===== config.mk =====
export PLATFORM = sky130hd
export DESIGN_NAME = csf_status_core
export DESIGN_NICKNAME = d
export VERILOG_FILES = /design/src/core/csf_pkg.sv /design/src/core/csf_status_core.sv /design/src/core/csf_instr_timer.sv
export SDC_FILE = /design/constraint.sdc
export NUM_CORES = 1
export LEC_CHECK = 0
export ABC_AREA = 1
export BUFFER_PORTS_ARGS = -buffer_cell sky130_fd_sc_hd__buf_4
export CORE_MARGIN = 3
export CORE_UTILIZATION = 40
export CTS_BUF_LIST = sky130_fd_sc_hd__clkbuf_2
export CTS_CLUSTER_SIZE = 14
export DETAILED_ROUTE_END_ITERATION = 7
export GPL_TIMING_DRIVEN = 0
export PLACE_DENSITY_LB_ADDON = 0.12
export SLEW_MARGIN = 20
export SYNTH_ARGS = -nofsm -noshare
export SYNTH_HDL_FRONTEND = slang
export SYNTH_HIERARCHICAL = 1
export SYNTH_SLANG_ARGS = --single-unit

===== constraint.sdc =====
create_clock -name clk_sys_i -period 14.33 [get_ports clk_sys_i]
set_input_delay 1.433 -clock clk_sys_i [delete_from_list [all_inputs] [get_ports clk_sys_i]]
set_output_delay 1.433 -clock clk_sys_i [all_outputs]
set_load 0.02 [all_outputs]

===== src/core/csf_pkg.sv =====
// Package: constants, operation codes and carrier structs for the status-flag block
package csf_pkg;

  // ==================================================================
  // Register map
  localparam logic [7:0] CSF_PSW_ADDR   = 8'hD0;
  localparam logic [7:0] CSF_B_ADDR     = 8'hF0;
  localparam logic [7:0] CSF_PSW_RESET  = 8'h00;
  localparam logic [7:0] CSF_B_RESET    = 8'h00;
  localparam logic [7:0] CSF_ACC_RESET  = 8'h00;
  localparam logic [7:0] CSF_PSW_WMASK  = 8'hFE;

  // ==================================================================
  // Status word field positions
  localparam int CSF_CY_BIT  = 7;
  localparam int CSF_AC_BIT  = 6;
  localparam int CSF_UF0_BIT = 5;
  localparam int CSF_RS_HI   = 4;
  localparam int CSF_RS_LO   = 3;
  localparam int CSF_OV_BIT  = 2;
  localparam int CSF_UF1_BIT = 1;
  localparam int CSF_PAR_BIT = 0;

  // ==================================================================
  // Timing
  localparam int CSF_MAX_CLK_MHZ      = 25;
  localparam int CSF_SYS_CLK_MHZ      = 20;
  localparam int CSF_CYC_PER_BYTE     = 1;
  localparam int CSF_BRANCH_TAKEN_ADD = 1;
  localparam int CSF_CNT_W            = 3;
  localparam logic [7:0] CSF_PROD_MAX = 8'hFF;

  // ==================================================================
  // Arithmetic operations
  typedef enum logic [5:0] {
    CSF_OP_NONE = 6'h01,
    CSF_OP_ADD  = 6'h02,
    CSF_OP_SUM_WITH_CARRY_INSTR = 6'h04,
    CSF_OP_SUBTRACT_BORROW_INSTR = 6'h08,
    CSF_OP_MUL  = 6'h10,
    CSF_OP_DIV  = 6'h20
  } csf_op_e;

  typedef struct packed {
    logic       valid;
    csf_op_e    op;
    logic [7:0] src;
  } csf_alu_req_s;

  typedef struct packed {
    logic       valid;
    logic [1:0] bytes;
    logic       cond_branch;
    logic       taken;
  } csf_instr_s;

  typedef struct packed {
    logic       wr;
    logic       bit_wr;
    logic       rd;
    logic [7:0] addr;
    logic [7:0] wdata;
    logic [2:0] bit_idx;
    logic       bit_val;
  } csf_sfr_req_s;

endpackage


===== src/core/csf_status_core.sv =====
// Status-flag, second-accumulator and instruction-timing logic of the core
// What this block does
// - All timing counted in plain system clocks; peak one instruction per clock.
// - Most instructions take as many clocks as they have program bytes.
// - A conditional branch not taken takes one clock fewer than taken.
// - Flag effects of arithmetic match the classic instruction set exactly.
// - Eight-bit second accumulator, software read/write, product/quotient operand, reset zero.
// - Status bit 7 carry: set on carry or borrow, else cleared by arithmetic.
// - Status bit 6 nibble carry: set on carry/borrow at bit 3 boundary.
// - Status bits 5 and 1 are software flags hardware never touches.
// - Bits 4:3 pick one of four eight-byte register banks.
// - Overflow set on signed overflow, product above 255, or divide by zero.
// - Otherwise those five instructions clear the overflow bit 2.
// - Read-only bit 0 is one when accumulator has odd set bits.
`timescale 1ns/1ps
module csf_status_core
  import csf_pkg::*;
(
  // Clock and reset
  input  wire logic         clk_sys_i,
  input  wire logic         arst_n_i,
  // Special-register port
  input  wire csf_sfr_req_s sfr_i,
  output logic [7:0]        sfr_rdata_o,
  // Accumulator load from the core
  input  wire logic         acc_wr_i,
  input  wire logic [7:0]   acc_wdata_i,
  // Arithmetic request
  input  wire csf_alu_req_s alu_i,
  // Instruction timing
  input  wire csf_instr_s   instr_i,
  output logic              instr_ready_o,
  output logic              instr_done_o,
  // State
  output logic [7:0]        acc_o,
  output logic [7:0]        b_o,
  output logic [7:0]        psw_o,
  output logic [4:0]        bank_base_o
);

  // ==================================================================
  // Arithmetic
  logic [7:0]  acc_q;
  logic [7:0]  b_q;
  logic [7:0]  psw_q;
  logic        cin;
  logic [8:0]  sum9;
  logic [4:0]  sum5;
  logic [8:0]  dif9;
  logic [4:0]  dif5;
  logic [15:0] prod;
  logic        div_zero;
  logic [7:0]  quot;
  logic [7:0]  rem;
  logic        alu_go;

  assign alu_go = alu_i.valid && (alu_i.op != CSF_OP_NONE);

  always_comb begin
    cin  = ((alu_i.op == CSF_OP_SUM_WITH_CARRY_INSTR) || (alu_i.op == CSF_OP_SUBTRACT_BORROW_INSTR)) ? psw_q[CSF_CY_BIT] : 1'b0;
    sum9 = {1'b0, acc_q} + {1'b0, alu_i.src} + {8'h00, cin};
    sum5 = {1'b0, acc_q[3:0]} + {1'b0, alu_i.src[3:0]} + {4'h0, cin};
    dif9 = {1'b0, acc_q} - {1'b0, alu_i.src} - {8'h00, cin};
    dif5 = {1'b0, acc_q[3:0]} - {1'b0, alu_i.src[3:0]} - {4'h0, cin};
    prod = acc_q * b_q;
    div_zero = (b_q == 8'h00);
    // Divider guarded so the zero case never reaches the operator
    quot = div_zero ? acc_q : acc_q / b_q;
    rem  = div_zero ? b_q : acc_q % b_q;
  end

  // ==================================================================
  // Accumulator and second accumulator
  logic [7:0] acc_d;
  logic [7:0] b_d;

  always_comb begin
    acc_d = acc_q;
    if (acc_wr_i) begin
      acc_d = acc_wdata_i;
    end
    // Arithmetic result wins over a plain load in the same clock
    if (alu_i.valid) begin
      case (alu_i.op)
        CSF_OP_ADD, CSF_OP_SUM_WITH_CARRY_INSTR: acc_d = sum9[7:0];
        CSF_OP_SUBTRACT_BORROW_INSTR:             acc_d = dif9[7:0];
        CSF_OP_MUL:              acc_d = prod[7:0];
        CSF_OP_DIV:              acc_d = quot;
        default:                 acc_d = acc_d;
      endcase
    end
  end

  always_comb begin
    b_d = b_q;
    if (sfr_i.wr && (sfr_i.addr == CSF_B_ADDR)) begin
      b_d = sfr_i.wdata;
    end else if (sfr_i.bit_wr && (sfr_i.addr == CSF_B_ADDR)) begin
      b_d[sfr_i.bit_idx] = sfr_i.bit_val;
    end
    if (alu_i.valid && (alu_i.op == CSF_OP_MUL)) begin
      b_d = prod[15:8];
    end else if (alu_i.valid && (alu_i.op == CSF_OP_DIV)) begin
      b_d = rem;
    end
  end

  always_ff @(posedge clk_sys_i or negedge arst_n_i) begin
    if (!arst_n_i) begin
      acc_q <= CSF_ACC_RESET;
      b_q   <= CSF_B_RESET;
    end else begin
      acc_q <= acc_d;
      b_q   <= b_d;
    end
  end

  // ==================================================================
  // Status word
  logic [7:0] psw_d;

  always_comb begin
    psw_d = psw_q;
    if (sfr_i.wr && (sfr_i.addr == CSF_PSW_ADDR)) begin
      psw_d = (sfr_i.wdata & CSF_PSW_WMASK) | (psw_q & ~CSF_PSW_WMASK);
    end else if (sfr_i.bit_wr && (sfr_i.addr == CSF_PSW_ADDR) &&
                 (sfr_i.bit_idx != 3'(CSF_PAR_BIT))) begin
      psw_d[sfr_i.bit_idx] = sfr_i.bit_val;
    end
    // Hardware flag updates win over a software write in the same clock
    if (alu_i.valid) begin
      case (alu_i.op)
        CSF_OP_ADD, CSF_OP_SUM_WITH_CARRY_INSTR: begin
          psw_d[CSF_CY_BIT] = sum9[8];
          psw_d[CSF_AC_BIT] = sum5[4];
          psw_d[CSF_OV_BIT] = (acc_q[7] == alu_i.src[7]) && (sum9[7] != acc_q[7]);
        end
        CSF_OP_SUBTRACT_BORROW_INSTR: begin
          psw_d[CSF_CY_BIT] = dif9[8];
          psw_d[CSF_AC_BIT] = dif5[4];
          psw_d[CSF_OV_BIT] = (acc_q[7] != alu_i.src[7]) && (dif9[7] != acc_q[7]);
        end
        CSF_OP_MUL: begin
          psw_d[CSF_CY_BIT] = 1'b0;
          psw_d[CSF_OV_BIT] = (prod > {8'h00, CSF_PROD_MAX});
        end
        CSF_OP_DIV: begin
          psw_d[CSF_CY_BIT] = 1'b0;
          psw_d[CSF_OV_BIT] = div_zero;
        end
        default: psw_d = psw_d;
      endcase
    end
    psw_d[CSF_PAR_BIT] = ^acc_d;
  end

  always_ff @(posedge clk_sys_i or negedge arst_n_i) begin
    if (!arst_n_i) begin
      psw_q <= CSF_PSW_RESET;
    end else begin
      psw_q <= psw_d;
    end
  end

  // ==================================================================
  // Outputs and register reads
  always_ff @(posedge clk_sys_i or negedge arst_n_i) begin
    if (!arst_n_i) begin
      acc_o       <= CSF_ACC_RESET;
      b_o         <= CSF_B_RESET;
      psw_o       <= CSF_PSW_RESET;
      bank_base_o <= 5'h00;
    end else begin
      acc_o       <= acc_d;
      b_o         <= b_d;
      psw_o       <= psw_d;
      bank_base_o <= {psw_d[CSF_RS_HI:CSF_RS_LO], 3'h0};
    end
  end

  always_ff @(posedge clk_sys_i or negedge arst_n_i) begin
    if (!arst_n_i) begin
      sfr_rdata_o <= 8'h00;
    end else if (sfr_i.rd) begin
      case (sfr_i.addr)
        CSF_PSW_ADDR: sfr_rdata_o <= psw_q;
        CSF_B_ADDR:   sfr_rdata_o <= b_q;
        default:      sfr_rdata_o <= 8'h00;
      endcase
    end
  end

  // ==================================================================
  // Instruction timing
  logic [CSF_CNT_W-1:0] instr_cycles;
  logic                 instr_take;

  assign instr_take = instr_i.valid && instr_ready_o;

  always_comb begin
    // Byte count sets the clocks; a taken branch adds one
    instr_cycles = CSF_CNT_W'(instr_i.bytes) * CSF_CNT_W'(CSF_CYC_PER_BYTE);
    if (instr_i.cond_branch && instr_i.taken) begin
      instr_cycles = instr_cycles + CSF_CNT_W'(CSF_BRANCH_TAKEN_ADD);
    end
  end

  csf_instr_timer #(
    .CNT_W (CSF_CNT_W)
  ) u_timer (
    .clk_sys_i (clk_sys_i),
    .arst_n_i  (arst_n_i),
    .load_i    (instr_take),
    .cycles_i  (instr_cycles),
    .ready_o   (instr_ready_o),
    .done_o    (instr_done_o)
  );
endmodule


===== src/core/csf_instr_timer.sv =====
// Instruction cycle counter: busy for a loaded number of clocks, then a done pulse
`timescale 1ns/1ps
module csf_instr_timer
  import csf_pkg::*;
#(
  parameter int CNT_W = CSF_CNT_W
) (
  // Clock and reset
  input  wire logic             clk_sys_i,
  input  wire logic             arst_n_i,
  // Load
  input  wire logic             load_i,
  input  wire logic [CNT_W-1:0] cycles_i,
  // Status
  output logic                  ready_o,
  output logic                  done_o
);

  logic [CNT_W-1:0] cnt_q;
  logic [CNT_W-1:0] cnt_d;

  always_comb begin
    if (load_i) begin
      cnt_d = cycles_i;
    end else if (cnt_q != '0) begin
      cnt_d = cnt_q - CNT_W'(1);
    end else begin
      cnt_d = cnt_q;
    end
  end

  always_ff @(posedge clk_sys_i or negedge arst_n_i) begin
    if (!arst_n_i) begin
      cnt_q   <= '0;
      done_o  <= 1'b0;
      ready_o <= 1'b1;
    end else begin
      cnt_q   <= cnt_d;
      done_o  <= (cnt_q == CNT_W'(1));
      // Ready in the last cycle so single-byte work issues every clock
      ready_o <= (cnt_d <= CNT_W'(1));
    end
  end

endmodule


==> metrics.yaml <==
outcome: "finished, final reports clean"
synth_largest_area_cell: "ha_1"
cp.required_ns: 14.70
multi_input_area_um2: 5893
fin_setup_tns_ns: 0
drv_cap: 0
whs_path_depth: 1
clock_insertion_delay_worst_skew_ns: 0.46
worstMarginPinSlew_ns: 0.8073
htree_levels: 2
p_sw_uw: 475.3
die-area_um2: 21470
ys_warn_count: 6
io-pin-count: 93
wl_met2_um: 11090
grt_util_all_layers: 0.2289
cts_tree: "built"
cp_max_fo: 14
finalSetupViolations: 0
yosysSeqAreaShare: 0.1174
cp.buffers_inverters: 11
place_ws_ns: 2.830
seq_power_share: 0.171
ys.flop_type: "dfrtp_1"
clk_pin_slew_worst_paths_ns: 0.27
synth_most_common_cell: "nand2_1"
highest_layer: "met4"
place_congestion: 0.9042
numCtsBuffers: 5
ys_ff_latch: 37
core.rowCount: 50
fin_cells: 1596
stdcell_area_um2: 8941
crit_start: "b_o[0]$_DFFE_PN0P_"
pwr-share-comb: 0.760
fin_crit_ns: 11.47
drt-total-wl_um: 24610
die_w_um: 146.5
fmax_mhz: 87.19
drive_gt1_frac: 0.1169
clock_sinks: 37
syn2layout_area_growth_pct: 13.20
synth_edf_count: 0
met1_length_um: 11390
synth.top_cell.area_share: 0.1632
cts_resized: 0
num_vias: 8053
p_leak_uw: 0.005078
synth_cells: 1237
nets: 1532
hold_viol_final: 0
finalCritPeriodShare: 0.8004
first_pass_iters: 6
fillCellCount: 2086
drc: 0
timing.rr.start: "b_o[0]$_DFFE_PN0P_"
place_inst: 1587
overflow: 0
synth_async_sr_flop_share: 1.000
regArea_um2: 927.1
hold_class: "register to register"
core_um2: 19080
cpMostUsedCell: "nand2_1"
vdd_ir_drop_max_uv: 65.97
slowest_stage: "dfrtp_1"
critPathLaunchType: "register"
grt_pass1_wl_um: 39940
start_util: 0.4140
grt_max_degree: 38
place_area_um2: 8892
path_delay_family: "simple AND/OR/NAND/NOR gates"
switching_share: 0.5601
synth.avg_cell_area_um2: 6.385
die_h_um: 146.5
p_clk_frac: 0.069
crit_arrival_ns: 11.84
ctsLongestPathBuffers: 2
grt_pass1_vias: 7807
crit_path_end_kind: "register"
ys_top_cells_by_count: "338 x nand2_1, 236 x inv_1, 103 x ha_1, 79 x nor2_1, 68 x a21oi_1"
final_util: 0.4686
wl_met3_um: 1464
viasPerCell: 5.046
antenna_left: 0
path_class: "register to register"
rrSetupSlack_ns: 2.86
critPathMaxStageDelay_ns: 0.92
hpwl_um: 20250
hold_buffers: 0
root_buffer: "clkbuf_2"
wire_per_inst_um: 15.42
hold_end: "u_timer/done_o$_DFF_PN0_"
synth_cell_types: 55
power.internal_uw: 373.3
timing.final.ws_setup_ns: 2.861
r2r_end: "psw_o[0]$_DFF_PN0_"
post_synth_main_area_contributors: "ha_1 16%, nand2_1 16%, dfrtp_1 11%, inv_1 11%, fa_1 10%"
ff2ff_path_depth: 67
syn-cell-area_um2: 7899
worstHoldStart: "u_timer/cnt_q[2]$_DFF_PN0_"
power.density_nw_per_um2: 94.92
antenna_found_initial: 1
post-cts-setup-buffers: 0
clock_skew_ns: 0.03789
port_buffers: 88
drv_slew: 0
rsz0062_at_grt: "false"
first_iter_violations: 512
slew_headroom: 0.4618
[through the flow]
stage          total power [uW]  hold slack [ns]
2_1_floorplan             609.2           0.4605
3_3_place_gp              787.4           0.4946
3_5_place_dp              791.1           0.4956
4_1_cts                   853.3           0.5268
5_1_grt                   953.1           0.5602
6_report                  848.7           0.5224
[worst max-delay path by stage]
stage / to / slack [ns] / depth (start not counted)
final: psw_o[0]$_DFF_PN0_ / 2.86 / 67
after global routing: b_o[0]$_DFFE_PN0P_ / 1.69 / 63
after CTS: psw_o[0]$_DFF_PN0_ / 2.84 / 67
after detailed placement: psw_o[0]$_DFF_PN0_ / 2.83 / 67
after floorplan: psw_o[0]$_DFF_PN0_ / 4.95 / 73
after global placement: psw_o[0]$_DFF_PN0_ / 2.86 / 67
[cells in the final DEF (no fill, tap or decap), drive strengths merged, types with 2 or more instances in the layout]
master | Yosys | routed
a21oi | 70 | 70
inv | 247 | 248
nand2 | 346 | 346
o221ai | 2 | 2
clkinv | 3 | 4
o2111ai | 5 | 5
a21o | 3 | 3
o211ai | 11 | 11
xnor2 | 7 | 7
buf | 8 | 96
ha | 103 | 103
a31oi | 11 | 11
nand3 | 70 | 70
xor2 | 23 | 23
clkbuf | 23 | 28
nand4 | 18 | 18
nor2 | 88 | 88
fa | 41 | 41
a211oi | 2 | 2
dfrtp | 36 | 36
o21a | 3 | 3
conb | 1 | 3
o22ai | 3 | 3
a221o | 3 | 3
o21bai | 3 | 3
and2 | 3 | 3
nor3 | 20 | 20
o21ai | 61 | 61
or2 | 13 | 13
[area by class of cell]
class / instances / area share
multi-input cells: 921 / 0.6591
inverters: 250 / 0.1050
flip-flops and latches: 37 / 0.1037
repair buffers: 88 / 0.07389
well taps: 260 / 0.03638
plain buffers: 31 / 0.01651
clock buffers: 5 / 0.002799
clock inverters: 3 / 0.002379
diodes: 1 / 0.0002799
[flip-flops by register name, indices dropped and copies added (netlist names)]
signal	count
acc_o	8
sfr_rdata_o	8
u_timer/cnt_q	3
u_timer/ready_o	1
bank_base_o	1
b_o	8
psw_o	7
u_timer/done_o	1
[power by group through the flow]
stage                     clock [uW]  combinational, uW  sequential, uW
after floorplan                    0                454             155
after global placement             0                639             148
after detailed placement           0                643             148
after CTS                       59.7                648             146
after global routing            63.0                742             148
final                           58.3                645             145
[metal layers]
metal | vias to the layer above | GRT usage
li1 | 4120 | -
met1 | 3646 | 0.3152
met2 | 245 | 0.3795
met3 | 42 | 0.03259
met4 | 0 | 0.05691
met5 | - | 0
[cell families after synthesis]
kind of cell,Yosys count,share of synthesized area
compound gates,182,0.1354
xor+xnor,30,0.03326
fa+ha+maj,144,0.2671
buf+inv,281,0.1375
flops,37,0.1174
mux,1,0.001426
other cells,1,0.0004748
simple gates,561,0.3075
Power figures use the tool's default switching activity.
